==> config.mk <==
export PLATFORM = sky130hd
export DESIGN_NAME = tcdfp_ctrl
export DESIGN_NICKNAME = d
export VERILOG_FILES = /design/src/inc/tcdfp_pkg.sv /design/src/logic/tcdfp_deglitch.sv /design/src/logic/tcdfp_ctrl.sv
export SDC_FILE = /design/constraint.sdc
export NUM_CORES = 1
export LEC_CHECK = 0
export BUFFER_PORTS_ARGS = -buffer_cell sky130_fd_sc_hd__buf_4
export CORE_MARGIN = 3
export CORE_UTILIZATION = 55
export CTS_BUF_LIST = sky130_fd_sc_hd__clkbuf_16
export CTS_CLUSTER_SIZE = 28
export DETAILED_ROUTE_END_ITERATION = 8
export GPL_ROUTABILITY_DRIVEN = 1
export GPL_TIMING_DRIVEN = 0
export PLACE_DENSITY = 0.76
export SYNTH_ARGS = -nofsm -noshare
export SYNTH_HDL_FRONTEND = slang
export SYNTH_HIERARCHICAL = 1
export SYNTH_SLANG_ARGS = --single-unit
==> constraint.sdc <==
create_clock -name clk_i -period 3.3 [get_ports clk_i]
set_clock_uncertainty 0.15 [all_clocks]
set_input_delay 0.66 -clock clk_i [delete_from_list [all_inputs] [get_ports clk_i]]
set_output_delay 0.66 -clock clk_i [all_outputs]
set_load 0.02 [all_outputs]
==> src/inc/tcdfp_pkg.sv <==
// Package for the Type-C DFP attach and power control block
package tcdfp_pkg;

    // Termination seen on one CC line
    typedef enum logic [1:0] {
        TERM_OPEN,
        TERM_RD,
        TERM_RA
    } tcdfp_term_t;

    // Advertised source current level on the attached CC line
    typedef enum logic [1:0] {
        ADV_STD,
        ADV_1A5,
        ADV_3A0
    } tcdfp_adv_t;

    // Top-level states
    typedef enum logic [2:0] {
        ST_IDLE,
        ST_WAIT_EN,
        ST_UNATTACHED,
        ST_DEGLITCH,
        ST_ATTACHED,
        ST_AUDIO,
        ST_DEBUG
    } tcdfp_state_t;

    // Debounced CC observation, both lines together
    typedef struct packed {
        tcdfp_term_t cc1;
        tcdfp_term_t cc2;
    } tcdfp_cc_t;

    // Power and flag outputs travel together
    typedef struct packed {
        logic vbus_on;
        logic vconn_cc1;
        logic vconn_cc2;
        logic orient_oe;
        logic audio_oe;
        logic debug_oe;
    } tcdfp_out_t;

    // Deglitch interval in cycles of the 25 MHz sampling clock
    localparam int unsigned DEGLITCH_CYCLES = 16;
    localparam int unsigned CNT_W = 16;

    // Reset values
    localparam tcdfp_out_t OUT_RST = '{default: 1'b0};
    localparam tcdfp_cc_t CC_RST = '{cc1: TERM_OPEN, cc2: TERM_OPEN};
    localparam logic [CNT_W-1:0] CNT_RST = 16'h0000;

endpackage

==> src/logic/tcdfp_deglitch.sv <==
// Deglitch filter for the CC termination state
`timescale 1ns/1ps
`default_nettype none

module tcdfp_deglitch
    import tcdfp_pkg::*;
#(
    parameter int unsigned CYCLES = DEGLITCH_CYCLES
) (
    // Clock and reset
    input wire logic clk_i,
    input wire logic srst_i,
    // Control
    input wire logic run_i,
    // Raw observation
    input var tcdfp_cc_t raw_i,
    // Filtered observation
    output tcdfp_cc_t stable_o,
    output logic settled_o
);

    typedef struct packed {
        tcdfp_cc_t last;
        tcdfp_cc_t stable;
        logic [CNT_W-1:0] cnt;
        logic settled;
    } tcdfp_dg_state_t;

    localparam logic [CNT_W-1:0] TERMINAL = CNT_W'(CYCLES - 1);

    tcdfp_dg_state_t state_ff;
    tcdfp_dg_state_t nxt_state;

    always_comb begin
        nxt_state = state_ff;
        nxt_state.last = raw_i;
        if (!run_i) begin
            nxt_state.cnt = CNT_RST;
            nxt_state.settled = 1'b0;
            nxt_state.stable = CC_RST;
        end else if (raw_i != state_ff.last) begin
            // Any change restarts the interval
            nxt_state.cnt = CNT_RST;
            nxt_state.settled = 1'b0;
        end else if (state_ff.cnt == TERMINAL) begin
            nxt_state.stable = raw_i;
            nxt_state.settled = 1'b1;
        end else begin
            nxt_state.cnt = state_ff.cnt + 16'h0001;
        end
    end

    always_ff @(posedge clk_i) begin
        if (srst_i) begin
            state_ff <= '{last: CC_RST, stable: CC_RST, cnt: CNT_RST, settled: 1'b0};
        end else begin
            state_ff <= nxt_state;
        end
    end

    assign stable_o = state_ff.stable;
    assign settled_o = state_ff.settled;

endmodule

`default_nettype wire

==> src/logic/tcdfp_ctrl.sv <==
// Type-C DFP attach detection, power switching and current advertisement
`timescale 1ns/1ps
`default_nettype none

module tcdfp_ctrl
    import tcdfp_pkg::*;
(
    // Clock and reset
    input wire logic clk_i,
    input wire logic srst_i,
    // Supply and enable
    input wire logic aux_uvlo_ok_i,
    input wire logic enable_i,
    // Current advertisement selects
    input wire logic charge_select_i,
    input wire logic high_current_select_i,
    // Comparator results on each CC line
    input var tcdfp_term_t cc1_term_i,
    input var tcdfp_term_t cc2_term_i,
    // Analog protection inputs
    input wire logic vbus_fault_i,
    input wire logic vconn_ilim_i,
    // Power switch controls
    output logic bus_power_input_sw_o,
    output logic cable_power_input_cc1_o,
    output logic cable_power_input_cc2_o,
    // Advertisement
    output tcdfp_adv_t adv_level_o,
    output logic adv_cc1_o,
    output logic adv_cc2_o,
    output logic monitor_on_o,
    // Open-drain flags, driven low while the enable is high
    output logic orientation_flag_o,
    output logic orientation_flag_oe_o,
    output logic audio_flag_o,
    output logic audio_flag_oe_o,
    output logic debug_flag_o,
    output logic debug_flag_oe_o
);

    typedef struct packed {
        tcdfp_state_t st;
        tcdfp_out_t outs;
        tcdfp_adv_t adv;
        logic on_cc2;
        logic monitor;
        logic adv_cc1;
        logic adv_cc2;
    } tcdfp_ctrl_state_t;

    tcdfp_ctrl_state_t state_ff;
    tcdfp_ctrl_state_t nxt_state;

    tcdfp_cc_t raw_cc;
    tcdfp_cc_t stable_cc;
    logic settled;
    logic ufp_cc1;
    logic ufp_cc2;
    logic attach_seen;

    ////////////////////////////////////////////////////////////////////////////
    // CC observation and deglitch

    assign raw_cc = '{cc1: cc1_term_i, cc2: cc2_term_i};

    tcdfp_deglitch #(
        .CYCLES(DEGLITCH_CYCLES)
    ) u_deglitch (
        .clk_i(clk_i),
        .srst_i(srst_i),
        .run_i(state_ff.monitor),
        .raw_i(raw_cc),
        .stable_o(stable_cc),
        .settled_o(settled)
    );

    // Exactly one line showing Rd is a UFP; Rd on both is a debug accessory
    assign ufp_cc1 = (stable_cc.cc1 == TERM_RD) && (stable_cc.cc2 != TERM_RD);
    assign ufp_cc2 = (stable_cc.cc2 == TERM_RD) && (stable_cc.cc1 != TERM_RD);
    assign attach_seen = raw_cc.cc1 != TERM_OPEN || raw_cc.cc2 != TERM_OPEN;

    ////////////////////////////////////////////////////////////////////////////
    // Advertisement level from select pins

    function automatic tcdfp_adv_t adv_from_sel(input logic charge_select, input logic hi);
        tcdfp_adv_t lvl;
        lvl = ADV_STD;
        if (charge_select) begin
            lvl = hi ? ADV_3A0 : ADV_1A5;
        end
        return lvl;
    endfunction

    ////////////////////////////////////////////////////////////////////////////
    // Next state

    always_comb begin
        nxt_state = state_ff;
        // Selects may move at any time; level follows next cycle
        nxt_state.adv = adv_from_sel(charge_select_i, high_current_select_i);
        case (state_ff.st)
            ST_IDLE: begin
                nxt_state.outs = OUT_RST;
                nxt_state.monitor = 1'b0;
                if (aux_uvlo_ok_i) begin
                    nxt_state.st = ST_WAIT_EN;
                end
            end
            ST_WAIT_EN: begin
                if (enable_i) begin
                    nxt_state.st = ST_UNATTACHED;
                    nxt_state.monitor = 1'b1;
                end
            end
            ST_UNATTACHED: begin
                nxt_state.monitor = 1'b1;
                nxt_state.outs = OUT_RST;
                if (attach_seen) begin
                    nxt_state.st = ST_DEGLITCH;
                end
            end
            ST_DEGLITCH: begin
                if (settled) begin
                    if (stable_cc.cc1 == TERM_RA && stable_cc.cc2 == TERM_RA) begin
                        nxt_state.st = ST_AUDIO;
                        nxt_state.outs.audio_oe = 1'b1;
                    end else if (stable_cc.cc1 == TERM_RD && stable_cc.cc2 == TERM_RD) begin
                        nxt_state.st = ST_DEBUG;
                        nxt_state.outs.debug_oe = 1'b1;
                    end else if ((ufp_cc1 || ufp_cc2) && !vbus_fault_i) begin
                        nxt_state.st = ST_ATTACHED;
                        nxt_state.on_cc2 = ufp_cc2;
                        nxt_state.outs.vbus_on = 1'b1;
                        nxt_state.outs.orient_oe = ufp_cc2;
                        // VCONN only onto the Ra line opposite the UFP
                        nxt_state.outs.vconn_cc2 = ufp_cc1 && stable_cc.cc2 == TERM_RA;
                        nxt_state.outs.vconn_cc1 = ufp_cc2 && stable_cc.cc1 == TERM_RA;
                    end else if (stable_cc.cc1 == TERM_OPEN && stable_cc.cc2 == TERM_OPEN) begin
                        nxt_state.st = ST_UNATTACHED;
                    end
                end
            end
            ST_ATTACHED: begin
                if (settled && (state_ff.on_cc2 ? stable_cc.cc2 : stable_cc.cc1) != TERM_RD) begin
                    // Detach drops VBUS and VCONN together
                    nxt_state.st = ST_UNATTACHED;
                    nxt_state.outs = OUT_RST;
                end else begin
                    // Fault on VBUS rail opens the switch
                    if (vbus_fault_i) begin
                        nxt_state.outs.vbus_on = 1'b0;
                    end
                    // VCONN path opens on over-current
                    if (vconn_ilim_i) begin
                        nxt_state.outs.vconn_cc1 = 1'b0;
                        nxt_state.outs.vconn_cc2 = 1'b0;
                    end
                end
            end
            ST_AUDIO: begin
                if (settled && stable_cc.cc2 != TERM_RA) begin
                    nxt_state.st = ST_UNATTACHED;
                    nxt_state.outs = OUT_RST;
                end
            end
            ST_DEBUG: begin
                if (settled && stable_cc.cc1 != TERM_RD) begin
                    nxt_state.st = ST_UNATTACHED;
                    nxt_state.outs = OUT_RST;
                end
            end
            default: begin
                nxt_state.st = ST_IDLE;
                nxt_state.outs = OUT_RST;
            end
        endcase
        // Supply loss returns to idle; enable low shuts everything but the advertised level
        if (!aux_uvlo_ok_i) begin
            nxt_state.st = ST_IDLE;
            nxt_state.outs = OUT_RST;
            nxt_state.monitor = 1'b0;
        end else if (!enable_i && state_ff.st != ST_IDLE) begin
            nxt_state.st = ST_WAIT_EN;
            nxt_state.outs = OUT_RST;
            nxt_state.monitor = 1'b0;
        end
        // Advertisement shown on the line that carries the UFP
        nxt_state.adv_cc1 = nxt_state.outs.vbus_on && !nxt_state.on_cc2;
        nxt_state.adv_cc2 = nxt_state.outs.vbus_on && nxt_state.on_cc2;
    end

    ////////////////////////////////////////////////////////////////////////////
    // State register

    always_ff @(posedge clk_i) begin
        if (srst_i) begin
            state_ff <= '{st: ST_IDLE, outs: OUT_RST, adv: ADV_STD, on_cc2: 1'b0, monitor: 1'b0,
                adv_cc1: 1'b0, adv_cc2: 1'b0};
        end else begin
            state_ff <= nxt_state;
        end
    end

    ////////////////////////////////////////////////////////////////////////////
    // Outputs from the state register; flag levels tied low

    assign bus_power_input_sw_o = state_ff.outs.vbus_on;
    assign cable_power_input_cc1_o = state_ff.outs.vconn_cc1;
    assign cable_power_input_cc2_o = state_ff.outs.vconn_cc2;
    assign adv_level_o = state_ff.adv;
    assign adv_cc1_o = state_ff.adv_cc1;
    assign adv_cc2_o = state_ff.adv_cc2;
    assign monitor_on_o = state_ff.monitor;
    assign orientation_flag_o = 1'b0;
    assign orientation_flag_oe_o = state_ff.outs.orient_oe;
    assign audio_flag_o = 1'b0;
    assign audio_flag_oe_o = state_ff.outs.audio_oe;
    assign debug_flag_o = 1'b0;
    assign debug_flag_oe_o = state_ff.outs.debug_oe;

endmodule

`default_nettype wire

Word level (Yosys, flattened, before mapping) --
Cells that the tools add are included.
Operators by class: add/subtract/negate cells 1, equal/unequal tests 36, mux-type cells 33, bitwise gates (word level) 5, reduce and logical (&&, ||, !) cells 39
Operators by type and width (count):
- case mux 6 bit (5 select lines) | 1
- 2-to-1 mux 3 bit | 9
- 2-to-1 mux 9 bit | 3
- inequality test 2 bit (second input constant) | 11
- case mux 3 bit (7 select lines) | 1
- AND reduction 7 bit | 3
- inequality test 3 bit (second input constant) | 6
- adder 16 x 1 -> 16 bit (second input constant) | 1
- == test 16 x 4 -> 1 bit (second input constant) | 1
- AND reduction 8 bit | 2
- logical AND 1 bit | 14
- 2-to-1 mux 4 bit | 3
- 2-to-1 mux 1 bit | 10
- == test 3 bit (second input constant) | 3
- inequality test 2 x 1 -> 1 bit (second input constant) | 4
- 2-to-1 mux 7 bit | 1
- == test 3 x 2 -> 1 bit (second input constant) | 2
- 2-to-1 mux 2 bit | 3
- 2-to-1 mux 6 bit | 1
- inequality test 6 bit (second input constant) | 1
- AND reduction 6 bit | 1
- nonzero test 3 bit | 2
- OR reduction 2 bit | 3
- OR reduction 3 bit | 2
- 14 further kinds | 26
Storage, ports and cells: flip-flop bits (word level) 40

Longest topological paths before layout --
Gate-level depths: netlist (run 1).
depth after elaboration 12, mapped depth 10, gate-level depth less buffers 9

Hierarchy --
The synthesis (run 1) kept the hierarchy.
By module, submodules not included:
- tcdfp_deglitch | times used 1, cells an instance 122, area each 1118.6 sq um, sequential area each 500.5 sq um
- tcdfp_ctrl | times used 1, cells an instance 124, area each 1056.0 sq um, sequential area each 300.3 sq um

Worst setup path before layout (run 1) --
OpenSTA, ideal clock, no wires.
path kind register -> register, start register u_deglitch.state_ff (netlist bit u_deglitch/stable_o[3]), end register state_ff (netlist bit adv_cc1_o), arrival time 1994 ps, path slack 1096 ps, stages on the path, launching flop included 10, buffers on the path 1, clock period less this slack 2204 ps, path through dfxtp_1 > buf_4 > nand2b_2 > ha_1 > or3_1 > nor4_4 > o221a_2 > o21ai_2 > inv_2 > and2_1
Between the ends: cells in the longest elaborated chain, start to end 12, elaborated cells between the ends (all ways) 29, those cells by class 4 x eq/ne; 15 x mux; 10 x reduce/logical
Ends and longest elaborated chain:
- start: declaration | line tcdfp_deglitch.sv:31 | tcdfp_dg_state_t state_ff;
- start signal: assignment | line tcdfp_deglitch.sv:55 | state_ff <= '{last: CC_RST, stable: CC_RST, cnt: CNT_RST, settled: 1'b0};
- start signal: assignment | line tcdfp_deglitch.sv:57 | state_ff <= nxt_state;
- == test 2 x 1 -> 1 bit / inequality test 2 x 1 -> 1 bit (equally long branches)
- logical AND 1 bit, on equally long branches | line tcdfp_ctrl.sv:78, tcdfp_ctrl.sv:79
- logical OR 1 bit | line tcdfp_ctrl.sv:130 | end else if ((ufp_cc1 || ufp_cc2) && !vbus_fault_i) begin
- logical AND 1 bit | line tcdfp_ctrl.sv:130
- 2-to-1 mux 4 bit | line tcdfp_ctrl.sv:130
- 2-to-1 mux 4 bit | line tcdfp_ctrl.sv:127 | end else if (stable_cc.cc1 == TERM_RD && stable_cc.cc2 == TERM_RD) begin
- 2-to-1 mux 4 bit | line tcdfp_ctrl.sv:124 | if (stable_cc.cc1 == TERM_RA && stable_cc.cc2 == TERM_RA) begin
- 2-to-1 mux 9 bit | line tcdfp_ctrl.sv:123 | if (settled) begin
- case mux 6 bit (5 select lines) | line tcdfp_ctrl.sv:101 | case (state_ff.st)
- 2-to-1 mux 7 bit | line tcdfp_ctrl.sv:182 | end else if (!enable_i && state_ff.st != ST_IDLE) begin
- 2-to-1 mux 6 bit | line tcdfp_ctrl.sv:178 | if (!aux_uvlo_ok_i) begin
- logical AND 1 bit (*) | line tcdfp_ctrl.sv:188 | nxt_state.adv_cc1 = nxt_state.outs.vbus_on && !nxt_state.on_cc2;
- end signal: assignment | line tcdfp_ctrl.sv:197 | state_ff <= '{st: ST_IDLE, outs: OUT_RST, adv: ADV_STD, on_cc2: 1'b0, monitor: 1'b0,
- end signal: assignment | line tcdfp_ctrl.sv:200 | state_ff <= nxt_state;
- end: declaration | line tcdfp_ctrl.sv:51 | tcdfp_ctrl_state_t state_ff;
Mark *: on every way between the ends. The rest lies on a longest branch, timed or not. The select of a mux whose other input is x is not followed. A chain may end at the register's enable or synchronous reset.

Worst setup path after layout (run 1) --
start register u_deglitch.state_ff (netlist bit u_deglitch/stable_o[1]), end register state_ff (netlist bit adv_cc1_o)
Between the ends: cells in the longest elaborated chain, start to end 12, elaborated cells between the ends (all ways) 30, those cells by class 5 x eq/ne; 15 x mux; 10 x reduce/logical
Ends and longest elaborated chain (line):
- inequality test 2 x 1 -> 1 bit / == test 2 x 1 -> 1 bit (equally long branches) | tcdfp_ctrl.sv:78, tcdfp_ctrl.sv:79, tcdfp_ctrl.sv:127
- logical AND 1 bit, on equally long branches | tcdfp_ctrl.sv:78, tcdfp_ctrl.sv:79
- logical OR 1 bit | tcdfp_ctrl.sv:130
- logical AND 1 bit | tcdfp_ctrl.sv:130
- 2-to-1 mux 4 bit | tcdfp_ctrl.sv:130
- 2-to-1 mux 4 bit | tcdfp_ctrl.sv:127
- 2-to-1 mux 4 bit | tcdfp_ctrl.sv:124
- 2-to-1 mux 9 bit | tcdfp_ctrl.sv:123
- case mux 6 bit (5 select lines) | tcdfp_ctrl.sv:101
- 2-to-1 mux 7 bit | tcdfp_ctrl.sv:182
- 2-to-1 mux 6 bit | tcdfp_ctrl.sv:178
- logical AND 1 bit (*) | tcdfp_ctrl.sv:188
Marks and branches as above.

==> results of run 1 <==
==> cells by family after synthesis <==
group | synth area share
DFF | 0.368
adders and majority gates | 0.0230
other | 0.00172
AOI/OAI and AO/OA | 0.129
xor gates and xnor gates | 0.0725
and+or+nand+nor | 0.314
buffers and inverters | 0.0587
muxes | 0.0322
==> path summary, 6_finish.rpt <==
path | end | startpoint | depth (start not counted)
worst max-delay path | adv_cc1_o$_SDFF_PP0_ | u_deglitch/stable_o[1]$_SDFFE_PP0P_ | 9
worst min-delay path | u_deglitch/stable_o[2]$_SDFFE_PP0P_ | u_deglitch/stable_o[2]$_SDFFE_PP0P_ | 2
worst max register to register | adv_cc1_o$_SDFF_PP0_ | u_deglitch/stable_o[1]$_SDFFE_PP0P_ | 9
worst min register to register | u_deglitch/stable_o[2]$_SDFFE_PP0P_ | u_deglitch/stable_o[2]$_SDFFE_PP0P_ | 2
==> stage by stage <==
stage                     setup WS (ns)  total power, W
after detailed placement          0.756        0.000558
after floorplan                    1.10        0.000535
final                             0.884         0.00100
after global placement            0.753        0.000558
after CTS                         0.884         0.00101
after global routing              0.756         0.00104
==> Yosys cell counts (all sizes together), types with 2 or more instances <==
master / n
dfxtp: 40
nand2: 24
nor2: 24
buf: 14
xor2: 10
nor2b: 9
nor3: 9
a21oi: 8
nand3: 8
nor4: 8
xnor2: 8
inv: 7
mux2i: 7
a31oi: 5
nand2b: 5
o21ai: 5
or4: 5
ha: 4
o31ai: 4
nand4: 3
nor3b: 3
or3: 3
a211oi: 2
a311oi: 2
a31o: 2
and2: 2
and4b: 2
clkbuf: 2
nand3b: 2
o21a: 2
or2: 2
==> metal layers <==
layer  up-vias  track usage
met4         0        0.105
met3        12       0.0502
met1       855        0.273
met5         -            0
li1        925            -
met2        43        0.355
==> area by class of cell <==
| cell class | count | area, um2 | area share |
|---|---|---|---|
| tap | 48 | 60.1 | 0.0236 |
| clock buffer | 5 | 125 | 0.0492 |
| multi-input combinational | 185 | 1250 | 0.493 |
| timing repair buffer | 22 | 165 | 0.0649 |
| sequential | 40 | 801 | 0.315 |
| buffer | 16 | 101 | 0.0398 |
| inverter | 7 | 26.3 | 0.0103 |
| clock inverter | 2 | 12.5 | 0.00492 |
==> where the power goes <==
part           switching [W]  leakage (nW)  internal, W   total, W
sequential        0.00000241         0.324     0.000488   0.000490
clock               0.000180        0.0657     0.000274   0.000453
combinational      0.0000309         0.627    0.0000273  0.0000582
total               0.000213          1.02     0.000789    0.00100
==> worst max-delay path, cell delays in order (launching register included) <==
cell	delay [ns]
dfxtp_1	0.33
buf_4	0.14
and2b_1	0.21
ha_1	0.29
or3_1	0.45
nor4_4	0.29
o221a_2	0.26
o21ai_2	0.07
inv_2	0.06
and2_1	0.11
==> flip-flops by register name, summed over array words and instances (netlist names), 2 cells and up <==
| signal | count |
|---|---|
| state_ff | 4 |
| u_deglitch/stable_o | 4 |
| u_deglitch/state_ff | 20 |
| adv_level_o | 2 |
==> results.sh, run 1 <==
export IMPL_end_kind="register"
export IMPL_synthTopCellsByArea="dfxtp_1 37%, xor2_1 4.0%, nand2_1 4.0%, nor2_1 3.8%, buf_4 3.5%"
export IMPL_grt_util_all_layers=0.219
export IMPL_grt_pass1_wl_um=7690
export IMPL_cts_root_buf="clkbuf_16"
export IMPL_cp_start_kind="register"
export IMPL_met2RoutedLength_um=2150
export IMPL_outcome="completed"
export IMPL_yosysWarnings=6
export IMPL_required_ns=3.37
export IMPL_drtIter0Drc=162
export IMPL_ant_nets=0
export IMPL_hp_class="reg2reg"
export IMPL_ctsResizeCount=0
export IMPL_area_growth_pct=17.0
export IMPL_portBuffers=22
export IMPL_yosys_area_top_type_share=0.368
export IMPL_synth_flop_cell="dfxtp_1"
export IMPL_final_cell_mix="40 x dfxtp_1, 32 x buf_4, 23 x nand2_1"
export IMPL_worst_pin_slew_ns=0.642
export IMPL_dpl_cell_area_um2=2410
export IMPL_max_clock_path_buffers=2
export IMPL_syn_inst=246
export IMPL_ys_ff_latch=40
export IMPL_whs_ns=0.313
export IMPL_maxClockFrequency_mhz=414
export IMPL_grt_pass1_vias=1741
export IMPL_die_width_um=68.9
export IMPL_diodes=0
export IMPL_fin_util=0.680
export IMPL_cts_buffers=5
export IMPL_route_met3_wl_um=218
export IMPL_grt_ovfl_total=0
export IMPL_finalSetupViolCount=0
export IMPL_maxCapViolCount=0
export IMPL_num_rows=22
export IMPL_rsz0062_at_grt="false"
export IMPL_drt_total_wl_um=4510
export IMPL_nets=293
export IMPL_finalCritPeriodShare=0.732
export IMPL_antenna_found_initial=0
export IMPL_yosys_area_top_type="dfxtp_1"
export IMPL_fin_cells=325
export IMPL_grt_max_degree=13
export IMPL_ys_types=60
export IMPL_clk_latency_ns=0.28
export IMPL_ys_seq_area_frac=0.368
export IMPL_cts_sinks=40
export IMPL_via_count=1835
export IMPL_cp_arrival_ns=2.49
export IMPL_cts_tree="built"
export IMPL_place_gp_congestion=0.886
export IMPL_min_period_ns=2.42
export IMPL_slew_violations=0
export IMPL_synth_area_um2=2170
export IMPL_hold_viol=0
export IMPL_core_um2=3740
export IMPL_io_pins=26
export IMPL_cellPowerDensity_nw_per_um2=394
export IMPL_fin_tns_setup_ns=0
export IMPL_drc=0
export IMPL_design_area_um2=2540
export IMPL_cts_setup_buffers=0
export IMPL_dp_cells=318
export IMPL_wl_met1_um=2060
export IMPL_hold_buffers=0
export IMPL_r2r_slack_ns=0.88
export IMPL_clk_pin_slew_ns=0.06
export IMPL_die_height_um=68.9
export IMPL_async_flop_share=0
export IMPL_cts_htree_levels=2
export IMPL_highest_layer="met4"
export IMPL_viasPerCell=5.65
export IMPL_start_util=0.581
export IMPL_final_fill_count=322
export IMPL_synth_edff_count=0
export IMPL_worstPathMaxFanout=5
export IMPL_die_area_um2=4740
export IMPL_wire_per_inst_um=13.9
export IMPL_synth_area_per_cell_um2=8.84
export IMPL_drive_above_1_share=0.227
export IMPL_final_common_cell="dfxtp_1"
export IMPL_relSlewSlack=0.568
export IMPL_ir_worst_vdd_mv=0.312
export IMPL_dr_pass1_iters=5
export IMPL_power_leakage_nw=1.02
export IMPL_hpwl_um=3240
export IMPL_crit_type="reg2reg"
Note: power is estimated with default switching activity, not from simulation.
==> run 2, diff against run 1 <==
- clock period: 3.3 -> 2.5 ns (I/O delays scaled with it)
==> results.sh, run 2 (same netlist as run 1, synthesis figures left out) <==
export IMPL_ant_nets=0
export IMPL_worstPathMaxFanout=5
export IMPL_wire_per_inst_um=14.5
export IMPL_hpwl_um=3240
export IMPL_maxClockFrequency_mhz=418
export IMPL_cp_start_kind="register"
export IMPL_cts_htree_levels=2
export IMPL_slew_violations=0
export IMPL_final_common_cell="dfxtp_1"
export IMPL_hold_viol=0
export IMPL_portBuffers=22
export IMPL_design_area_um2=2580
export IMPL_finalCritPeriodShare=0.957
export IMPL_ir_worst_vdd_mv=0.411
export IMPL_place_gp_congestion=0.886
export IMPL_via_count=1846
export IMPL_relSlewSlack=0.591
export IMPL_clk_latency_ns=0.28
export IMPL_die_area_um2=4740
export IMPL_io_pins=26
export IMPL_regArea_um2=806
export IMPL_drc=0
export IMPL_fin_tns_setup_ns=0
export IMPL_crit_type="reg2reg"
export IMPL_cp_buffers_inverters=1
export IMPL_cp_arrival_ns=2.47
export IMPL_rsz0062_at_grt="false"
export IMPL_core_um2=3740
export IMPL_hold_buffers=0
export IMPL_cts_buffers=5
export IMPL_critPathTopFamily="simple AND/OR/NAND/NOR gates"
export IMPL_drtIter0Drc=132
export IMPL_dpl_cell_area_um2=2410
export IMPL_final_cell_mix="38 x dfxtp_1, 31 x buf_4, 23 x nand2_1"
export IMPL_cts_tree="built"
export IMPL_hp_class="in2reg"
export IMPL_diodes=0
export IMPL_grt_max_degree=13
export IMPL_viasPerCell=5.70
export IMPL_required_ns=2.57
export IMPL_end_kind="register"
export IMPL_cp_slowest_stage_delay_ns=0.41
export IMPL_drive_above_1_share=0.250
export IMPL_maxCapViolCount=0
export IMPL_dr_pass1_iters=5
export IMPL_final_fill_count=308
export IMPL_antenna_found_initial=0
export IMPL_die_width_um=68.9
export IMPL_clk_pin_slew_ns=0.06
export IMPL_crit_chain="and2b_2 > ha_4 > or3_4 > nor4_4 > o221a_2 > o21ai_4 > inv_2 > and2_1"
export IMPL_min_period_ns=2.39
export IMPL_r2r_slack_ns=0.11
export IMPL_drt_total_wl_um=4700
export IMPL_min_delay_path_depth=2
export IMPL_cellPowerDensity_nw_per_um2=513
export IMPL_grt_pass1_vias=1741
export IMPL_max_clock_path_buffers=2
export IMPL_grt_util_all_layers=0.219
export IMPL_largest_reg_flops=20
export IMPL_area_growth_pct=18.6
export IMPL_ff2ff_path_depth=8
export IMPL_finalSetupViolCount=0
export IMPL_grt_pass1_wl_um=7690
export IMPL_power_leakage_nw=1.01
export IMPL_die_height_um=68.9
export IMPL_slowest_stage="nor4_4"
export IMPL_multi_input_area_um2=1290
export IMPL_outcome="completed"
export IMPL_num_rows=22
export IMPL_cp_depth=8
export IMPL_grt_ovfl_total=0
export IMPL_regMostFlops="u_deglitch/state_ff"
export IMPL_cts_sinks=40
export IMPL_cts_root_buf="clkbuf_16"
export IMPL_worst_pin_slew_ns=0.607
export IMPL_nets=292
export IMPL_start_util=0.581
## run 2: cell type report
| class | instances | area share |
|---|---|---|
| Tap cell | 48 | 0.0233 |
| Inverter | 7 | 0.0102 |
| Timing Repair Buffer | 23 | 0.0669 |
| Multi-Input combinational cell | 185 | 0.500 |
| Buffer | 14 | 0.0335 |
| Sequential cell | 40 | 0.312 |
| Clock buffer | 5 | 0.0485 |
| Clock inverter | 2 | 0.00485 |
## run 2: layer usage
| metal | track usage | share of wire |
|---|---|---|
| met2 | 0.355 | 0.49 |
| met5 | 0 | 0 |
| met3 | 0.0502 | 0.057 |
| met1 | 0.273 | 0.44 |
| met4 | 0.105 | 0.013 |
## run 2: where the power goes
| part | switching (W) | internal [W] | total (W) | leakage [nW] |
|---|---|---|---|---|
| combinational | 0.0000417 | 0.0000361 | 0.0000778 | 0.622 |
| sequential | 0.00000321 | 0.000643 | 0.000646 | 0.325 |
| clock | 0.000237 | 0.000361 | 0.000599 | 0.0657 |
| total | 0.000282 | 0.00104 | 0.00132 | 1.01 |
## run 2: worst paths after layout
check	startpoint	endpoint
setup / recovery	u_deglitch/stable_o[1]$_SDFFE_PP0P_	adv_cc1_o$_SDFF_PP0_
hold / removal	high_current_select_i	adv_level_o[0]$_SDFF_PP0_
setup reg to reg	u_deglitch/stable_o[1]$_SDFFE_PP0P_	adv_cc1_o$_SDFF_PP0_
hold reg to reg	u_deglitch/stable_o[2]$_SDFFE_PP0P_	u_deglitch/stable_o[2]$_SDFFE_PP0P_
## run 2: worst register-to-register path: cells and delay by family, from the launching register on
kind | cells | cell delay [ns]
flops | 1 | 0.36
simple gates | 4 | 1.16
compound gates | 2 | 0.35
fa+ha+maj | 1 | 0.24
buf+inv | 1 | 0.07
## run 2: timing repair
action | in CTS | in global routing
gates resized for setup | 0 | 10
endpoints found under the setup margin | 0 | 5
buffers inserted | 0 | 1
## run 2: through the flow
step	utilization	worst slack [ns]	hold WS (ns)	total power [W]	cells
3_3_place_gp	0.643	0.0986	0.295	0.000737	318
6_report	0.689	0.106	0.242	0.00132	324
2_1_floorplan	-	0.296	0.285	0.000706	248
5_1_grt	0.689	0.00534	0.237	0.00137	324
4_1_cts	0.680	0.0840	0.240	0.00134	325
3_5_place_dp	0.643	0.107	0.308	0.000737	318
==> run 3, diff against run 2 <==
--- a/config.mk
+++ b/config.mk
@@ -8,6 +8,8 @@
 export BUFFER_PORTS_ARGS = -buffer_cell sky130_fd_sc_hd__buf_4
+export CELL_PAD_IN_SITES_DETAIL_PLACEMENT = 1
+export CELL_PAD_IN_SITES_GLOBAL_PLACEMENT = 1
 export CORE_MARGIN = 3
-export CORE_UTILIZATION = 55
+export CORE_UTILIZATION = 44
 export CTS_BUF_LIST = sky130_fd_sc_hd__clkbuf_16
-export CTS_CLUSTER_SIZE = 28
+export CTS_CLUSTER_SIZE = 8
 export DETAILED_ROUTE_END_ITERATION = 8
@@ -15,3 +17,3 @@
 export GPL_TIMING_DRIVEN = 0
-export PLACE_DENSITY = 0.76
+export PLACE_DENSITY_LB_ADDON = 0.1
 export SYNTH_ARGS = -nofsm -noshare
==> constraint.sdc (replaced) <==
create_clock -name clk_i -period 2.5 [get_ports clk_i]
set_clock_uncertainty 0.15 [all_clocks]
set_input_delay 0.375 -clock clk_i [delete_from_list [all_inputs] [get_ports clk_i]]
set_output_delay 0.375 -clock clk_i [all_outputs]
set_load 0.02 [all_outputs]
==> results.sh, run 3 (same netlist as run 1, synthesis figures left out) <==
export IMPL_outcome="completed"
export IMPL_final_common_cell="dfxtp_1"
export IMPL_end_kind="register"
export IMPL_portBuffers=22
export IMPL_grt_pass1_wl_um=9470
export IMPL_regMostFlops="u_deglitch/state_ff"
export IMPL_worstPathMaxFanout=5
export IMPL_regArea_um2=802
export IMPL_place_gp_congestion=0.834
export IMPL_hp_class="in2reg"
export IMPL_crit_path_frequent_cell="buf_4"
export IMPL_core_um2=4560
export IMPL_r2r_slack_ns=0.04
export IMPL_cts_tree="built"
export IMPL_drc=0
export IMPL_worst_slack_ns=0.0409
export IMPL_cts_sinks=40
export IMPL_cp_arrival_ns=2.54
export IMPL_final_cell_mix="39 x dfxtp_1, 35 x buf_4, 23 x nand2_1"
export IMPL_wire_per_inst_um=16.2
export IMPL_nets=296
export IMPL_clk_latency_ns=0.29
export IMPL_diodes=0
export IMPL_num_rows=24
export IMPL_die_height_um=76.3
export IMPL_maxClockFrequency_mhz=407
export IMPL_hold_viol=0
export IMPL_start_util=0.476
export IMPL_dpl_worst_slack_ns=0.0521
export IMPL_cellPowerDensity_nw_per_um2=552
export IMPL_die_width_um=76.3
export IMPL_slowest_stage="or3_4"
export IMPL_power_leakage_nw=1.05
export IMPL_clk_pin_slew_ns=0.06
export IMPL_grt_util_all_layers=0.202
export IMPL_slew_violations=0
export IMPL_hold_buffers=0
export IMPL_io_pins=26
export IMPL_min_period_ns=2.46
export IMPL_grt_ovfl_total=0
export IMPL_required_ns=2.58
export IMPL_largest_reg_flops=20
export IMPL_ir_worst_vdd_mv=0.365
export IMPL_worst_pin_slew_ns=0.703
export IMPL_drive_above_1_share=0.256
export IMPL_finalSetupViolCount=0
export IMPL_ant_nets=0
export IMPL_dr_pass1_iters=4
export IMPL_die_area_um2=5820
export IMPL_relSlewSlack=0.528
export IMPL_seqPwrFrac=0.440
export IMPL_maxCapViolCount=0
export IMPL_cts_root_buf="clkbuf_16"
export IMPL_cp_start_kind="register"
export IMPL_multi_input_area_um2=1290
export IMPL_clockPowerShare=0.506
export IMPL_grt_max_degree=15
export IMPL_grt_pass1_vias=1941
export IMPL_cp_slowest_stage_delay_ns=0.41
export IMPL_combPwrFrac=0.054
export IMPL_cts_htree_levels=2
export IMPL_area_growth_pct=22.3
export IMPL_drtIter0Drc=122
export IMPL_crit_chain="buf_4 > and2b_2 > ha_4 > or3_4 > nor4_4 > buf_4 > and2_1 > and4b_1 > a31o_1"
export IMPL_finalCritPeriodShare=0.984
export IMPL_antenna_found_initial=0
export IMPL_viasPerCell=5.61
export IMPL_final_fill_count=547
export IMPL_cts_buffers=5
export IMPL_switching_share=0.215
export IMPL_max_clock_path_buffers=2
export IMPL_crit_type="reg2reg"
export IMPL_power_internal_w=0.00115
export IMPL_drt_total_wl_um=5600
export IMPL_hpwl_um=4010
export IMPL_fin_tns_setup_ns=0
export IMPL_power_switching_w=0.000315
export IMPL_via_count=1941
-- run 3: layout make-up --
| cell class | instances | area share |
|---|---|---|
| Timing Repair Buffer | 25 | 0.0706 |
| Clock buffer | 5 | 0.0470 |
| Inverter | 7 | 0.00988 |
| Sequential cell | 40 | 0.302 |
| Clock inverter | 3 | 0.0174 |
| Multi-Input combinational cell | 185 | 0.485 |
| Buffer | 16 | 0.0381 |
| Tap cell | 65 | 0.0306 |
-- run 3: worst max-delay path: cells and delay by family (launching register included) --
| family | cells | cell delay [ns] |
|---|---|---|
| buf+inv | 2 | 0.32 |
| simple gates | 5 | 1.30 |
| flops | 1 | 0.33 |
| fa+ha+maj | 1 | 0.22 |
| compound gates | 1 | 0.09 |
-- run 3: final timing paths --
path / cells after the start / startpoint / to
worst max register to register: 9 / u_deglitch/stable_o[1]$_SDFFE_PP0P_ / cable_power_input_cc1_o$_SDFFE_PP0P_
worst max-delay path: 9 / u_deglitch/stable_o[1]$_SDFFE_PP0P_ / cable_power_input_cc1_o$_SDFFE_PP0P_
worst min-delay path: 2 / high_current_select_i / adv_level_o[0]$_SDFF_PP0_
worst min register to register: 2 / u_deglitch/stable_o[1]$_SDFFE_PP0P_ / u_deglitch/stable_o[1]$_SDFFE_PP0P_
-- run 3: timing repair --
item	4_1_cts	5_1_grt
setup buffers	0	3
gates resized for setup	0	7
endpoints found under the setup margin	0	8
-- run 3: power by group through the flow --
stage / Sequential, W / Combinational [W] / Clock (W)
floorplan: 0.000661 / 0.0000455 / 0
global placement: 0.000661 / 0.0000766 / 0
detailed placement: 0.000661 / 0.0000779 / 0
CTS: 0.000646 / 0.0000789 / 0.000764
global route: 0.000647 / 0.0000874 / 0.000795
finish: 0.000647 / 0.0000790 / 0.000744
-- run 3: per-stage QoR --
stage / instances / hold slack, ns / area [um2] / power (W) / utilization
floorplan: 248 / 0.285 / 2180 / 0.000706 / -
global placement: 335 / 0.302 / 2430 / 0.000737 / 0.532
detailed placement: 335 / 0.317 / 2430 / 0.000739 / 0.532
CTS: 343 / 0.0953 / 2600 / 0.00149 / 0.570
global route: 346 / 0.101 / 2660 / 0.00153 / 0.583
finish: 346 / 0.101 / 2660 / 0.00147 / 0.583
-- run 3: layer usage --
layer	share of wire	GRT usage	vias to the layer above
li1	-	-	936
met1	0.49	0.267	961
met2	0.45	0.322	35
met3	0.038	0.0485	9
met4	0.016	0.0707	0
met5	0	0	-
